===== config.mk =====
export PLATFORM = sky130hd
export DESIGN_NAME = adpm_ctrl
export DESIGN_NICKNAME = d
export VERILOG_FILES = /design/src/shared/adpm_pkg.sv /design/src/core/adpm_ctrl.sv
export SDC_FILE = /design/constraint.sdc
export NUM_CORES = 1
export LEC_CHECK = 0
export BUFFER_PORTS_ARGS = -buffer_cell sky130_fd_sc_hd__buf_2
export CAP_MARGIN = 20
export CORE_MARGIN = 3
export CORE_UTILIZATION = 25
export CTS_CLUSTER_SIZE = 28
export DETAILED_ROUTE_END_ITERATION = 8
export GPL_ROUTABILITY_DRIVEN = 1
export GPL_TIMING_DRIVEN = 0
export SLEW_MARGIN = 10
export SYNTH_ARGS = -nofsm -noshare
export SYNTH_HDL_FRONTEND = slang
export SYNTH_SLANG_ARGS = --single-unit

===== constraint.sdc =====
create_clock -name core_clk -period 6.8 [get_ports core_clk]
set_input_delay 0.68 -clock core_clk [delete_from_list [all_inputs] [get_ports core_clk]]
set_output_delay 0.68 -clock core_clk [all_outputs]
set_load 0.005 [all_outputs]

===== src/shared/adpm_pkg.sv =====
// Timing constants and types for the page-mode memory controller
`default_nettype none
package adpm_pkg;
    localparam int CLK_PERIOD_NS      = 8;
    // Widths
    localparam int LOC_W              = 21;
    localparam int ROW_W              = 12;
    localparam int COL_W              = 9;
    localparam int BYTE_W             = 8;
    // Times as printed, ns unless the name says otherwise, fastest grade
    localparam int RC_NS              = 110;
    localparam int RP_NS              = 40;
    localparam int RAS_MIN_NS         = 60;
    localparam int RAS_MAX_NS         = 10000;
    localparam int RASP_MAX_NS        = 100000;
    localparam int PC_NS              = 40;
    localparam int CP_NS              = 10;
    localparam int CAS_MIN_NS         = 15;
    localparam int RAH_NS             = 10;
    localparam int RCD_NS             = 20;
    localparam int ROW_HOLD_NS        = 15;
    localparam int RAC_NS             = 60;
    localparam int CAC_NS             = 15;
    localparam int CAA_NS             = 30;
    localparam int CPA_NS             = 35;
    localparam int WCH_NS             = 15;
    localparam int RRH_NS             = 5;
    localparam int CWD_NS             = 40;
    localparam int RWD_NS             = 85;
    localparam int RWC_NS             = 155;
    localparam int CWL_NS             = 15;
    localparam int CSR_NS             = 10;
    localparam int CHR_NS             = 20;
    localparam int RPS_NS             = 110;
    localparam int SELF_ENTRY_US      = 100;
    localparam int REFRESH_PERIOD_MS  = 64;
    localparam int REFRESH_LP_MS      = 512;
    localparam int REFRESH_ROWS       = 4096;
    // Cycle counts: minimums round up, maximums round down
    function automatic int cyc_min(input int ns);
        int c;
        c = (ns + CLK_PERIOD_NS - 1) / CLK_PERIOD_NS;
        return (c < 1) ? 1 : c;
    endfunction
    function automatic int cyc_max(input int ns);
        int c;
        c = ns / CLK_PERIOD_NS;
        return (c < 1) ? 1 : c;
    endfunction
    localparam int RP_CYC    = cyc_min(RP_NS);
    localparam int RAS_CYC   = cyc_min(RAS_MIN_NS);
    localparam int RC_CYC    = cyc_min(RC_NS);
    localparam int PC_CYC    = cyc_min(PC_NS);
    localparam int CP_CYC    = cyc_min(CP_NS);
    localparam int CAS_CYC   = cyc_min(CAS_MIN_NS);
    localparam int RAH_CYC   = cyc_min(RAH_NS);
    localparam int RCD_CYC   = cyc_min(RCD_NS);
    localparam int RSH_CYC   = cyc_min(ROW_HOLD_NS);
    localparam int RAC_CYC   = cyc_min(RAC_NS);
    localparam int CAC_CYC   = cyc_min(CAC_NS);
    localparam int CAA_CYC   = cyc_min(CAA_NS);
    localparam int CPA_CYC   = cyc_min(CPA_NS);
    localparam int WCH_CYC   = cyc_min(WCH_NS);
    localparam int RRH_CYC   = cyc_min(RRH_NS);
    localparam int CWD_CYC   = cyc_min(CWD_NS);
    localparam int RWD_CYC   = cyc_min(RWD_NS);
    localparam int RWC_CYC   = cyc_min(RWC_NS);
    localparam int CWL_CYC   = cyc_min(CWL_NS);
    localparam int CSR_CYC   = cyc_min(CSR_NS);
    localparam int CHR_CYC   = cyc_min(CHR_NS);
    localparam int RPS_CYC   = cyc_min(RPS_NS);
    localparam int RASP_MAX_CYC = cyc_max(RASP_MAX_NS);
    localparam int RAS_MAX_CYC  = cyc_max(RAS_MAX_NS);
    // Long counts; defaults of top-level parameters
    localparam int SELF_ENTRY_CYC = (SELF_ENTRY_US * 1000 + CLK_PERIOD_NS - 1) / CLK_PERIOD_NS;
    localparam int REFI_CYC = int'((64'(REFRESH_PERIOD_MS) * 1000000)
                              / (64'(REFRESH_ROWS) * CLK_PERIOD_NS));
    localparam int TMR_W = 16;
    // Request kinds
    typedef enum logic [1:0] {
        ADPM_OP_READ, ADPM_OP_WRITE, ADPM_OP_RMW
    } adpm_op_t;
endpackage : adpm_pkg
`default_nettype wire


===== src/core/adpm_ctrl.sv =====
// Page-mode memory controller driving strobes, location lines and byte lines
// Functional notes
// - Refresh every row within refresh period.
// - Row strobe low time bounded, page longer.
// - Random cycle 110 ns, precharge 40 ns.
// - Page column cycle 40 ns, high 10.
// - Column setup covers column strobe high time.
// - Sample read data after all access times.
// - Write data referenced to later falling edge.
// - Read keeps write enable high past strobes.
// - Early write: enable low before column strobe.
// - Modify-write: enable late, cycle 155 ns.
// - Column-first refresh lead and hold times.
// - Self refresh after 100 us both low.
// - After self refresh, precharge 110 ns.
// - Page bursts may mix read and write.
// - Exceeding row-to-column delay is tolerated.
// - Row strobe low 15 ns after column fall.
// - Write enable high reads, low writes.
// - 21-bit index: 12 row, 9 column bits.
`default_nettype none
module adpm_ctrl
#(
    parameter int REFI_CYCLES  = adpm_pkg::REFI_CYC,
    parameter int SELF_CYCLES  = adpm_pkg::SELF_ENTRY_CYC,
    parameter int PAGE_MAX_CYC = adpm_pkg::RASP_MAX_CYC
) (
    // Clock and reset
    input  wire logic                      core_clk,
    input  wire logic                      rst,
    // Host request
    input  wire logic                      req_valid,
    output logic                           req_ready,
    input  wire adpm_pkg::adpm_op_t        req_op,
    input  wire logic [adpm_pkg::LOC_W-1:0] req_loc,
    input  wire logic [adpm_pkg::BYTE_W-1:0] req_wdata,
    input  wire logic [adpm_pkg::BYTE_W-1:0] req_mdata,
    // Host answer
    output logic                           rsp_valid,
    output logic [adpm_pkg::BYTE_W-1:0]    rsp_rdata,
    // Power control
    input  wire logic                      self_refresh_req,
    output logic                           self_refresh_active,
    // Memory pins
    output logic                           row_strobe_n,
    output logic                           column_strobe_n,
    output logic                           write_enable_n,
    output logic                           output_enable_n,
    output logic [adpm_pkg::ROW_W-1:0]     muxed_location_lines,
    input  wire logic [adpm_pkg::BYTE_W-1:0] byte_lines_i,
    output logic [adpm_pkg::BYTE_W-1:0]    byte_lines_o,
    output logic                           byte_lines_oe
);
    import adpm_pkg::*;

    initial begin
        if (REFI_CYCLES < 64 || REFI_CYCLES >= 2**TMR_W * 16 ||
            SELF_CYCLES < 1 || PAGE_MAX_CYC < 64 || PAGE_MAX_CYC > RASP_MAX_CYC) begin
            $error("adpm_ctrl: unsupported parameter value");
        end
    end

    typedef enum logic [3:0] {
        S_IDLE, S_ROW,
        S_COLSET, S_COL,
        S_WAITCOL, S_PRE,
        S_CFR_LEAD, S_CFR_ROW,
        S_SELF, S_SELF_EXIT
    } adpm_state_t;

    typedef struct packed {
        adpm_state_t          st;
        logic                 ras_n;
        logic                 cas_n;
        logic                 we_n;
        logic                 oe_n;
        logic [ROW_W-1:0]     addr;
        logic [BYTE_W-1:0]    dout;
        logic                 doe;
        logic [BYTE_W-1:0]    rdata;
        logic                 rvalid;
        adpm_op_t             op;
        logic [LOC_W-1:0]     loc;
        logic [BYTE_W-1:0]    mdata;
        logic [TMR_W-1:0]     t;
        logic [TMR_W-1:0]     tcas;
        logic [TMR_W-1:0]     tcyc;
        logic [23:0]          tras;
        logic [23:0]          refi;
        logic [3:0]           owed;
        logic [BYTE_W-1:0]    sync1;
        logic [BYTE_W-1:0]    sync2;
    } adpm_regs_t;

    adpm_regs_t r_q;
    adpm_regs_t r_d;

    logic same_row;
    logic cyc_ok;
    logic page_room;

    assign same_row  = (req_loc[LOC_W-1:COL_W] == r_q.loc[LOC_W-1:COL_W]);
    // Row strobe must stay low through a full cycle
    assign page_room = (r_q.tras < 24'(PAGE_MAX_CYC - 2 * RWC_CYC));
    assign cyc_ok    = (r_q.tcyc >= TMR_W'(PC_CYC));
    assign req_ready = (r_q.st == S_WAITCOL) && r_q.owed == 4'h0 && !self_refresh_req
                       && page_room && cyc_ok && same_row && req_valid;

    always_comb begin
        r_d        = r_q;
        r_d.sync1  = byte_lines_i;
        r_d.sync2  = r_q.sync1;
        r_d.rvalid = 1'b0;
        r_d.t      = r_q.t + 1'b1;
        r_d.tcas   = r_q.tcas + 1'b1;
        r_d.tcyc   = r_q.tcyc + 1'b1;
        r_d.tras   = r_q.ras_n ? 24'h0 : r_q.tras + 1'b1;
        // Owed refreshes accumulate, saturating at 15
        if (r_q.refi >= 24'(REFI_CYCLES - 1)) begin
            r_d.refi = 24'h0;
            if (r_q.owed != 4'hf) begin
                r_d.owed = r_q.owed + 1'b1;
            end
        end else begin
            r_d.refi = r_q.refi + 1'b1;
        end
        unique case (r_q.st)
            S_IDLE: begin
                if (r_q.owed != 4'h0 || self_refresh_req) begin
                    r_d.cas_n = 1'b0;
                    r_d.addr  = '0;
                    r_d.t     = '0;
                    r_d.st    = S_CFR_LEAD;
                end else if (req_valid) begin
                    r_d.op    = req_op;
                    r_d.loc   = req_loc;
                    r_d.mdata = req_mdata;
                    r_d.dout  = req_wdata;
                    r_d.addr  = req_loc[LOC_W-1:COL_W];
                    r_d.ras_n = 1'b0;
                    r_d.t     = '0;
                    r_d.tcyc  = '0;
                    r_d.st    = S_ROW;
                end
            end
            S_ROW: begin
                // Column lines after row hold; flow-through latch starts access
                if (r_q.t + 1'b1 >= TMR_W'(RAH_CYC)) begin
                    r_d.addr = ROW_W'(r_q.loc[COL_W-1:0]);
                    r_d.we_n = (r_q.op != ADPM_OP_WRITE);
                    r_d.doe  = (r_q.op == ADPM_OP_WRITE);
                    r_d.oe_n = (r_q.op == ADPM_OP_WRITE);
                    r_d.t    = '0;
                    r_d.st   = S_COLSET;
                end
            end
            S_COLSET: begin
                // Setup at least the column-high time before the fall
                if (r_q.t + 1'b1 >= TMR_W'(CP_CYC) && r_q.tras + 1'b1 >= 24'(RCD_CYC)) begin
                    r_d.cas_n = 1'b0;
                    r_d.t     = '0;
                    r_d.tcas  = '0;
                    r_d.st    = S_COL;
                end
            end
            S_COL: begin
                if (r_q.op == ADPM_OP_WRITE) begin
                    // Early write: hold enable and data past the fall
                    if (r_q.t + 1'b1 >= TMR_W'(WCH_CYC)) begin
                        r_d.cas_n = 1'b1;
                        r_d.we_n  = 1'b1;
                        r_d.doe   = 1'b0;
                        r_d.rvalid = 1'b1;
                        r_d.t     = '0;
                        r_d.st    = S_WAITCOL;
                    end
                end else if (r_q.we_n && r_q.oe_n) begin
                    // Drive modify data only once the memory has floated
                    r_d.doe = (r_q.t + 1'b1 >= TMR_W'(CAC_CYC));
                    if (r_q.doe && r_q.tcas >= TMR_W'(CWD_CYC)
                        && r_q.tras >= 24'(RWD_CYC)) begin
                        r_d.we_n = 1'b0;
                        r_d.t    = '0;
                    end
                end else if (r_q.we_n) begin
                    // Sample only after every access time has passed
                    if (r_q.tras >= 24'(RAC_CYC + 2) && r_q.t >= TMR_W'(CAC_CYC + 2)
                        && r_q.t >= TMR_W'(CAA_CYC + 2)) begin
                        r_d.rdata = r_q.sync2;
                        r_d.oe_n  = 1'b1;
                        r_d.t     = '0;
                        if (r_q.op == ADPM_OP_RMW) begin
                            r_d.dout = r_q.mdata;
                        end else begin
                            r_d.cas_n  = 1'b1;
                            r_d.rvalid = 1'b1;
                            r_d.st     = S_WAITCOL;
                        end
                    end
                end else begin
                    // Modify-write: hold write low and data driven
                    if (r_q.t >= TMR_W'(CAC_CYC + CWL_CYC)) begin
                        r_d.cas_n  = 1'b1;
                        r_d.we_n   = 1'b1;
                        r_d.doe    = 1'b0;
                        r_d.rvalid = 1'b1;
                        r_d.t      = '0;
                        r_d.st     = S_WAITCOL;
                    end
                end
            end
            S_WAITCOL: begin
                if (req_ready) begin
                    // Next column of the open page
                    r_d.op    = req_op;
                    r_d.loc   = req_loc;
                    r_d.mdata = req_mdata;
                    r_d.dout  = req_wdata;
                    r_d.addr  = ROW_W'(req_loc[COL_W-1:0]);
                    r_d.we_n  = (req_op != ADPM_OP_WRITE);
                    r_d.doe   = (req_op == ADPM_OP_WRITE);
                    r_d.oe_n  = (req_op == ADPM_OP_WRITE);
                    r_d.tcyc  = '0;
                    r_d.t     = '0;
                    r_d.st    = S_COLSET;
                end else if (!req_valid || !same_row || !page_room || r_q.owed != 4'h0
                             || self_refresh_req) begin
                    // Close the row once its times are met
                    if (r_q.tras + 1'b1 >= 24'(RAS_CYC) && r_q.t + 1'b1 >= TMR_W'(RSH_CYC)
                        && r_q.t >= TMR_W'(RRH_CYC)
                        && r_q.tcyc + 1'b1 >= TMR_W'((r_q.op == ADPM_OP_RMW) ? RWC_CYC
                                                     : RC_CYC - RP_CYC)) begin
                        r_d.ras_n = 1'b1;
                        r_d.addr  = '0;
                        r_d.t     = '0;
                        r_d.st    = S_PRE;
                    end
                end
            end
            S_PRE: begin
                if (r_q.t + 1'b1 >= TMR_W'(RP_CYC)) begin
                    r_d.t  = '0;
                    r_d.st = S_IDLE;
                end
            end
            S_CFR_LEAD: begin
                if (r_q.t + 1'b1 >= TMR_W'(CSR_CYC)) begin
                    r_d.ras_n = 1'b0;
                    r_d.t     = '0;
                    r_d.st    = S_CFR_ROW;
                end
            end
            S_CFR_ROW: begin
                if (self_refresh_req) begin
                    r_d.t  = '0;
                    r_d.st = S_SELF;
                end else if (r_q.t + 1'b1 >= TMR_W'(RAS_CYC) && r_q.t >= TMR_W'(CHR_CYC)) begin
                    r_d.ras_n = 1'b1;
                    r_d.cas_n = 1'b1;
                    r_d.owed  = r_q.owed - ((r_q.owed != 4'h0) ? 4'h1 : 4'h0);
                    if (r_d.refi == 24'h0 && r_q.owed != 4'hf) begin
                        r_d.owed = r_q.owed; // Tick and retire in one cycle
                    end
                    r_d.t     = '0;
                    r_d.st    = S_PRE;
                end
            end
            S_SELF: begin
                // Long count rides on the row-low counter
                if (!self_refresh_req && r_q.tras >= 24'(SELF_CYCLES)) begin
                    r_d.ras_n = 1'b1;
                    r_d.cas_n = 1'b1;
                    r_d.t     = '0;
                    r_d.owed  = 4'hf; // Burst refresh after exit
                    r_d.st    = S_SELF_EXIT;
                end
            end
            S_SELF_EXIT: begin
                if (r_q.t + 1'b1 >= TMR_W'(RPS_CYC)) begin
                    r_d.t  = '0;
                    r_d.st = S_IDLE;
                end
            end
        endcase
    end

    always_ff @(posedge core_clk or posedge rst) begin
        if (rst) begin
            r_q       <= '0;
            r_q.st    <= S_IDLE;
            r_q.ras_n <= 1'b1;
            r_q.cas_n <= 1'b1;
            r_q.we_n  <= 1'b1;
            r_q.oe_n  <= 1'b1;
            r_q.op    <= ADPM_OP_READ;
        end else begin
            r_q <= r_d;
        end
    end

    assign row_strobe_n         = r_q.ras_n;
    assign column_strobe_n      = r_q.cas_n;
    assign write_enable_n       = r_q.we_n;
    assign output_enable_n      = r_q.oe_n;
    assign muxed_location_lines = r_q.addr;
    assign byte_lines_o         = r_q.dout;
    assign byte_lines_oe        = r_q.doe;
    assign rsp_valid            = r_q.rvalid;
    assign rsp_rdata            = r_q.rdata;
    assign self_refresh_active  = (r_q.st == S_SELF);

endmodule : adpm_ctrl
`default_nettype wire


==> results of run 1 <==
logic make-up (layout without fill, tap and decap cells):
kind of cell    after synthesis  after routing
simple gates                511            511
flops                       185            185
compound gates              146            146
buf+inv                     113            231
xor+xnor                     86             86
mux                          45             45
fa+ha+maj                    23             23
other cells                   1             14
Yosys cell counts (all sizes together), types with 3 or more instances:
cell | number | area [um2]
nor2b | 7 | 43.8
o211a | 4 | 40.0
dfstp | 4 | 105
nor2 | 104 | 390
a21oi | 34 | 170
o2111ai | 3 | 26.3
inv | 32 | 120
or3 | 9 | 56.3
a22oi | 11 | 82.6
or3b | 3 | 26.3
xor2 | 40 | 350
mux2 | 25 | 312
nand3 | 77 | 395
o31ai | 4 | 30.0
and3 | 15 | 93.8
dfrtp | 181 | 4530
clkbuf | 46 | 173
or4 | 5 | 41.3
xnor2 | 46 | 403
a31oi | 7 | 43.8
a2111oi | 3 | 32.5
nor4 | 25 | 163
nor3 | 31 | 155
and2 | 11 | 68.8
ha | 23 | 288
or2 | 3 | 18.8
buf | 35 | 251
a31o | 3 | 26.3
and4 | 6 | 52.6
nand2b | 8 | 50.1
o211ai | 3 | 22.5
a211oi | 5 | 50.1
nand2 | 159 | 599
mux2i | 20 | 200
o21ai | 41 | 205
nor3b | 5 | 37.5
nand4 | 30 | 188
nand3b | 6 | 45.0
worst min-delay path by stage:
stage	cells past startpoint	end	slack, ps	start
after detailed placement	0	r_q[0]$_DFF_PP0_	340	r_d[0]$_DFF_PP0_
after global placement	0	r_q[7]$_DFF_PP0_	330	r_d[7]$_DFF_PP0_
after global routing	1	r_d[7]$_DFF_PP0_	330	byte_lines_i[7]
after floorplan	0	r_q[0]$_DFF_PP0_	330	r_d[0]$_DFF_PP0_
after CTS	2	muxed_location_lines[2]$_DFFE_PP0P_	330	rst
final	2	muxed_location_lines[2]$_DFFE_PP0P_	310	rst
worst register-to-register path, delay by kind of cell, from the launching register on:
family	cells	cell delay [ps]
AOI/OAI and AO/OA	4	1060
DFF	1	430
adders and majority gates	1	140
and+or+nand+nor	5	2170
buffers and inverters	3	620
sequential cells by signal, summed over array words and instances, names as in the netlist:
register / cells
write_enable_n: 1
column_strobe_n: 1
muxed_location_lines: 12
rsp_rdata: 8
byte_lines_o: 8
row_strobe_n: 1
r_d: 8
r_q: 143
byte_lines_oe: 1
rsp_valid: 1
output_enable_n: 1
layer usage:
layer  part of all wire, %  wire length (um)  global-route usage (%)  vias up
met4                  0.73               190                    3.05        0
li1                      -                 -                       -     4077
met1                    49             12700                    16.8     4071
met2                    46             12000                    18.4      196
met3                   4.6              1210                    2.46       14
met5                     0                 0                       0        -
stage by stage:
stage	power [W]	hold WS (ps)	setup TNS, ps	std cells
after detailed placement	0.00300	337	0	1733
after global placement	0.00298	333	-232290	1732
after CTS	0.00409	328	0	1765
after global routing	0.00434	327	0	1766
final	0.00407	311	0	1766
after floorplan	0.00255	331	0	1122
final cells by class:
class	count	area (um2)	share of cell area (%)
timing repair buffer	86	453	3.77
sequential	185	4630	38.6
inverter	32	128	1.06
clock inverter	14	195	1.63
tap	525	657	5.47
clock buffer	18	429	3.58
multi-input combinational	824	5080	42.3
buffer	81	424	3.53
antenna	1	2.50	0.0208
layout by cell type, fill, tap and decap left out, types with 15 or more instances in the layout:
cell type  instances
buf_4             28
nand2_1          158
dfrtp_1          181
o21ai_0           40
nand4_1           30
inv_1             31
nor2_1           104
clkbuf_16         17
mux2i_1           20
xnor2_1           46
clkbuf_1          47
nand3_1           75
ha_1              23
a21oi_1           34
nor3_1            30
mux2_2            17
and3_1            15
xor2_1            40
buf_2             91
nor4_1            24
where the power goes:
part / switching (W) / internal [W] / total, W / leakage [nW]
registers: 0.000177 / 0.00129 / 0.00147 / 2.39
logic: 0.000933 / 0.000599 / 0.00153 / 2.76
clock network: 0.000448 / 0.000618 / 0.00107 / 0.293
==> metrics.md, run 1 <==
| Metric | Value |
|---|---|
| Finished Cell Area | `12000 um2` |
| Achievable Freq | `200 MHz` |
| Worst Max-Slew Pin Slew | `931 ps` |
| CP max stage cell | `nor4_1` |
| CTS Hold Bufs | `0` |
| Post-synthesis sequential area ratio | `45.4%` |
| Largest family of logic cells by synthesized area | `simple AND/OR/NAND/NOR gates` |
| Synth Flop Type | `dfrtp_1` |
| WP depth | `10` |
| Synth Register Bits | `185` |
| Mapped Cells | `1110` |
| Clock Sinks | `185` |
| Synth Area per Inst | `9.20 um2` |
| CTS buffer count | `17` |
| Syn-to-layout area delta | `17.6%` |
| Clk pin slew, worst setup/hold paths | `70 ps` |
| Vias per cell | `4.73` |
| Initial Utilization | `25.5%` |
| Worst Setup EP | `req_ready` |
| Finish-stage setup viols | `0` |
| Gpl congestion | `0.873` |
| Ys Warns | `0` |
| Post-CTS Setup Bufs | `0` |
| Vias in the first global route | `8015` |
| Library cells used by synthesis | `80` |
| Synth Area in XOR/XNOR | `7.38%` |
| Global-route wire length before repair | `42.5 mm` |
| IO Port Bufs | `85` |
| RSZ-0062 raised after global routing | `no` |
| Total leakage power | `5.44 nW` |
| Final Net Count | `1301` |
| Post-route clock period utilization | `73.6%` |
| Worst hold path type | `in2async` |
| CP Launch Point | `r_q[16]$_DFFE_PP0P_` |
| Worst reg2reg path startpoint | `r_q[16]$_DFFE_PP0P_` |
| Syn Std Cell Area | `10200 um2` |
| CTS H-tree lvls | `4` |
| Drt pass-1 iters | `5` |
| Gr usage total | `11.9%` |
| Die height | `208 um` |
| CTS tree | `done` |
| Pwr dens | `339 nW/um2` |
| Adder-cell share of the synthesized area | `2.82%` |
| Antenna violations before repair | `1` |
| Slew headroom | `37.4%` |
| Critical path's top delay family | `simple AND/OR/NAND/NOR gates` |
| Layout cells sized above 1 | `16.4%` |
| Worst Path Buf+Inv | `4` |
| FF-to-FF End | `r_q[111]$_DFF_PP0_` |
| Core area | `40000 um2` |
| Setup WS post-layout | `1800 ps` |
| Overflow after GRT | `0` |
| CTS root buffer | `clkbuf_16` |
| Final Hold Fails | `0` |
| Worst path max stage delay | `770 ps` |
| Vias | `8358` |
| CP arrival | `4320 ps` |
| CP Launch Type | `flip-flop` |
| Clk_lat worst skew | `440 ps` |
| Worst Setup End Kind | `output port` |
| Post-DP Area | `11400 um2` |
| Final ANT Viol Nets | `0` |
| Crit path cell chain | `inv_1, ha_1, or3b_2, or3b_2, nor4_1, o211a_1, and3_1, buf_2, clkbuf_1, buf_2` |
| Crit Path Max Fanout | `10` |
| Detailed Place HPWL | `18.8 mm` |
| Status | `completed` |
| Clock Tree Buf Depth | `2` |
| WS Path Type | `reg2out` |
| R2r worst-path depth | `13` |
| Residual DRC count | `0` |
| Post-synthesis mux area share | `5.01%` |
| CP required | `6120 ps` |
| Drt total wl | `26.1 mm` |
| Async S/R FF share, synth | `100%` |
| Slew Viols, Final | `0` |
| Filler cells | `4231` |
| Largest net degree at the start of global routing | `104` |
| Die Wd | `208 um` |
| Routed wire per std cell | `14.8 um` |
| Worst R2R Setup Slack | `2250 ps` |
| Post-synthesis simple-gate area fraction | `24.5%` |
| DR iter-0 viols | `580` |
| Max cap viols | `0` |
| Fin crit period | `5000 ps` |
| Setup slack at placement | `2360 ps` |
| Top-Level Pins | `87` |
| Max VDD drop | `0.226 mV` |
| Core Util, Final | `30.0%` |
| Worst clock skew | `21.2 ps` |
| Die ar. | `43300 um2` |
| EDFF count, synth | `0` |
| FP Rows | `73` |
| Synth Area in Compound Gates | `9.52%` |
| Post-CTS Resized | `0` |
Power figures use the tool's default switching activity.
==> inputs of run 2 (changes only) <==
Clock period 6.8 ns to 4.3 ns, I/O delays scaled along.
==> run 2 against run 1 <==
Against the previous run:
- flip-flop and latch count did not move
- combinational power rose by 58%
- clock-buffer cell count rose by 3
- worst setup slack got worse by 1600 ps
- largest cell class unchanged
- design area rose by 0.52%
- clock power rose by 52%
- hold slack got worse by 210 ps
- critical path depth rose by 3
- non-clock buffer count rose by 4
==> metrics.md, run 2 (synthesized netlist as in run 1, its figures left out) <==
| Metric | Value |
|---|---|
| Status | `completed` |
| Overflow after GRT | `0 (unchanged)` |
| Worst R2R Setup Slack | `220 ps (-2030 ps)` |
| Clock Sinks | `185 (unchanged)` |
| Finish-stage setup viols | `0 (unchanged)` |
| Core area | `40000 um2 (unchanged)` |
| Max cap viols | `0 (unchanged)` |
| Crit Path Max Fanout | `10 (unchanged)` |
| Initial Utilization | `25.5% (unchanged)` |
| CP required | `4600 ps (-1520 ps)` |
| Fin crit period | `4080 ps` |
| Worst hold path type | `in2reg` |
| Number of flip-flops in the largest register | `143 (unchanged)` |
| Final Hold Fails | `0 (unchanged)` |
| Drt total wl | `25.9 mm (-0.85%)` |
| Crit path cell chain | `inv_1, ha_1, or3b_2, or3b_2, nor4_4, o211a_1, and3_1, buf_2, nand2b_1, a21boi_0, o211a_1, buf_2, a21oi_1` |
| Clk_lat worst skew | `430 ps (about the same)` |
| Hold_ws | `99.2 ps (-211 ps)` |
| Post-route clock period utilization | `94.8%` |
| CP max stage cell | `or3b_2` |
| CTS root buffer | `clkbuf_16` |
| Vias | `8344 (-0.17%)` |
| Layout cells sized above 1 | `16.7% (+0.28 points)` |
| Syn-to-layout area delta | `18.2%` |
| Worst clock skew | `7.65 ps (-13.6 ps)` |
| Routed wire per std cell | `14.6 um (-0.96%)` |
| Worst Max-Slew Pin Slew | `940 ps (+8.77 ps)` |
| Detailed Place HPWL | `19.3 mm (+2.7%)` |
| Clock Tree Buf Depth | `2 (unchanged)` |
| Residual DRC count | `0 (unchanged)` |
| Antenna violations before repair | `3 (+2)` |
| RSZ-0062 raised after global routing | `no` |
| Global-route wire length before repair | `42.7 mm (+0.47%)` |
| Pwr dens | `528 nW/um2 (+56%)` |
| Die Wd | `208 um (unchanged)` |
| Post-CTS Setup Bufs | `0 (unchanged)` |
| R2r worst-path depth | `13 (unchanged)` |
| Worst reg2reg path startpoint | `r_q[17]$_DFFE_PP0P_` |
| CP arrival | `4370 ps (+50 ps)` |
| FP Rows | `73 (unchanged)` |
| Clk pin slew, worst setup/hold paths | `70 ps (about the same)` |
| Gr usage total | `11.9% (+0.078 points)` |
| Final Net Count | `1305 (+0.31%)` |
| Sequential standard cell area | `4630 um2 (unchanged)` |
| Commonest cells after routing, fill and taps aside | `181 x dfrtp_1, 158 x nand2_1, 104 x nor2_1, 91 x buf_2, 75 x nand3_1` |
| Largest net degree at the start of global routing | `37 (-64%)` |
| Die ar. | `43300 um2 (unchanged)` |
| Worst Setup End Kind | `flip-flop` |
| Max VDD drop | `0.340 mV (+51%)` |
| Commonest non-fill, non-tap cell in the layout | `dfrtp_1` |
| Die height | `208 um (unchanged)` |
| Slew Viols, Final | `0 (unchanged)` |
| Area of the multi-input gates | `5090 um2 (+0.30%)` |
| Top-Level Pins | `87 (unchanged)` |
| WS Path Type | `reg2reg` |
| CP Launch Type | `flip-flop` |
| CTS H-tree lvls | `4 (unchanged)` |
| Inserted Diodes | `0 (-1)` |
| Worst path max stage delay | `530 ps (-240 ps)` |
| Largest Register | `r_q` |
| CTS tree | `done` |
| Total leakage power | `5.48 nW (+0.71%)` |
| WHS Endpoint | `r_d[3]$_DFF_PP0_` |
| DR iter-0 viols | `649 (+12%)` |
| IO Port Bufs | `85 (unchanged)` |
| FF-to-FF End | `r_q[107]$_DFF_PP0_` |
| Slew headroom | `36.8% (-0.59 points)` |
| Setup TNS Final | `0 ps (unchanged)` |
| Critical hold path startpoint | `byte_lines_i[3]` |
| Gpl congestion | `0.887 (+1.6%)` |
| CTS buffer count | `17 (unchanged)` |
| Vias in the first global route | `8129 (+1.4%)` |
| Hold depth | `1` |
| Drt pass-1 iters | `5 (unchanged)` |
| Achievable Freq | `245 MHz` |
| Final ANT Viol Nets | `0 (unchanged)` |
| Vias per cell | `4.72 (-0.28%)` |
| Filler cells | `4267 (+0.85%)` |
==> run 2: metal layers <==
layer / wire length, um / track usage (%) / share of wire (%)
met5: 23 / 0 / 0.089
met3: 1150 / 2.68 / 4.4
met2: 11900 / 19.0 / 46
met1: 12500 / 16.5 / 48
met4: 300 / 2.86 / 1.2
==> run 2: report_power, final <==
| group | switching [W] | internal (W) |
|---|---|---|
| combinational | 0.00147 | 0.000955 |
| clock | 0.000682 | 0.000946 |
| sequential | 0.000279 | 0.00204 |
| total | 0.00243 | 0.00395 |
==> run 2: worst max path at each step <==
stage,startpoint,endpoint,slack (ps),cells after the start
3_5_place_dp,r_q[17]$_DFFE_PP0P_,r_q[105]$_DFF_PP0_,3,13
3_3_place_gp,r_q[17]$_DFFE_PP0P_,r_q[107]$_DFF_PP0_,40,13
6_report,r_q[17]$_DFFE_PP0P_,r_q[107]$_DFF_PP0_,220,13
5_1_grt,r_q[17]$_DFFE_PP0P_,r_q[111]$_DFF_PP0_,5,13
2_1_floorplan,r_q[17]$_DFFE_PP0P_,r_q[100]$_DFF_PP0_,1030,13
4_1_cts,r_q[17]$_DFFE_PP0P_,req_ready,160,10
==> run 2: worst max-delay path: cells and delay by family, from the launching register on <==
| family | cells | cell delay, ps |
|---|---|---|
| AND/OR/NAND/NOR | 5 | 1790 |
| AO/OA/AOI/OAI | 4 | 950 |
| buffers and inverters | 3 | 620 |
| flip-flops | 1 | 420 |
| adder cells (fa/ha/maj) | 1 | 140 |
==> run 2: through the flow <==
stage / cell area (um2) / util [%] / power, W / instances / setup WS [ps]
after global placement: 11300 / 28.3 / 0.00470 / 1732 / 42.9
after global routing: 12100 / 30.2 / 0.00682 / 1768 / 4.59
after detailed placement: 11400 / 28.6 / 0.00476 / 1737 / 3.20
after floorplan: 10300 / - / 0.00403 / 1122 / 1030
after CTS: 12100 / 30.1 / 0.00642 / 1768 / 158
final: 12100 / 30.2 / 0.00637 / 1768 / 225
==> run 2: layout make-up <==
class,instances,area share (%)
Clock buffer,21,3.82
Timing Repair Buffer,90,4.36
Buffer,81,3.53
Multi-Input combinational cell,824,42.2
Inverter,32,1.03
Sequential cell,185,38.4
Tap cell,525,5.44
Clock inverter,10,1.19
==> run 2: what timing repair did <==
item                                    4_1_cts  5_1_grt
endpoints found under the setup margin        9       12
cloned                                        0        0
gates resized for setup                       2        1
hold buffers                                  0        0
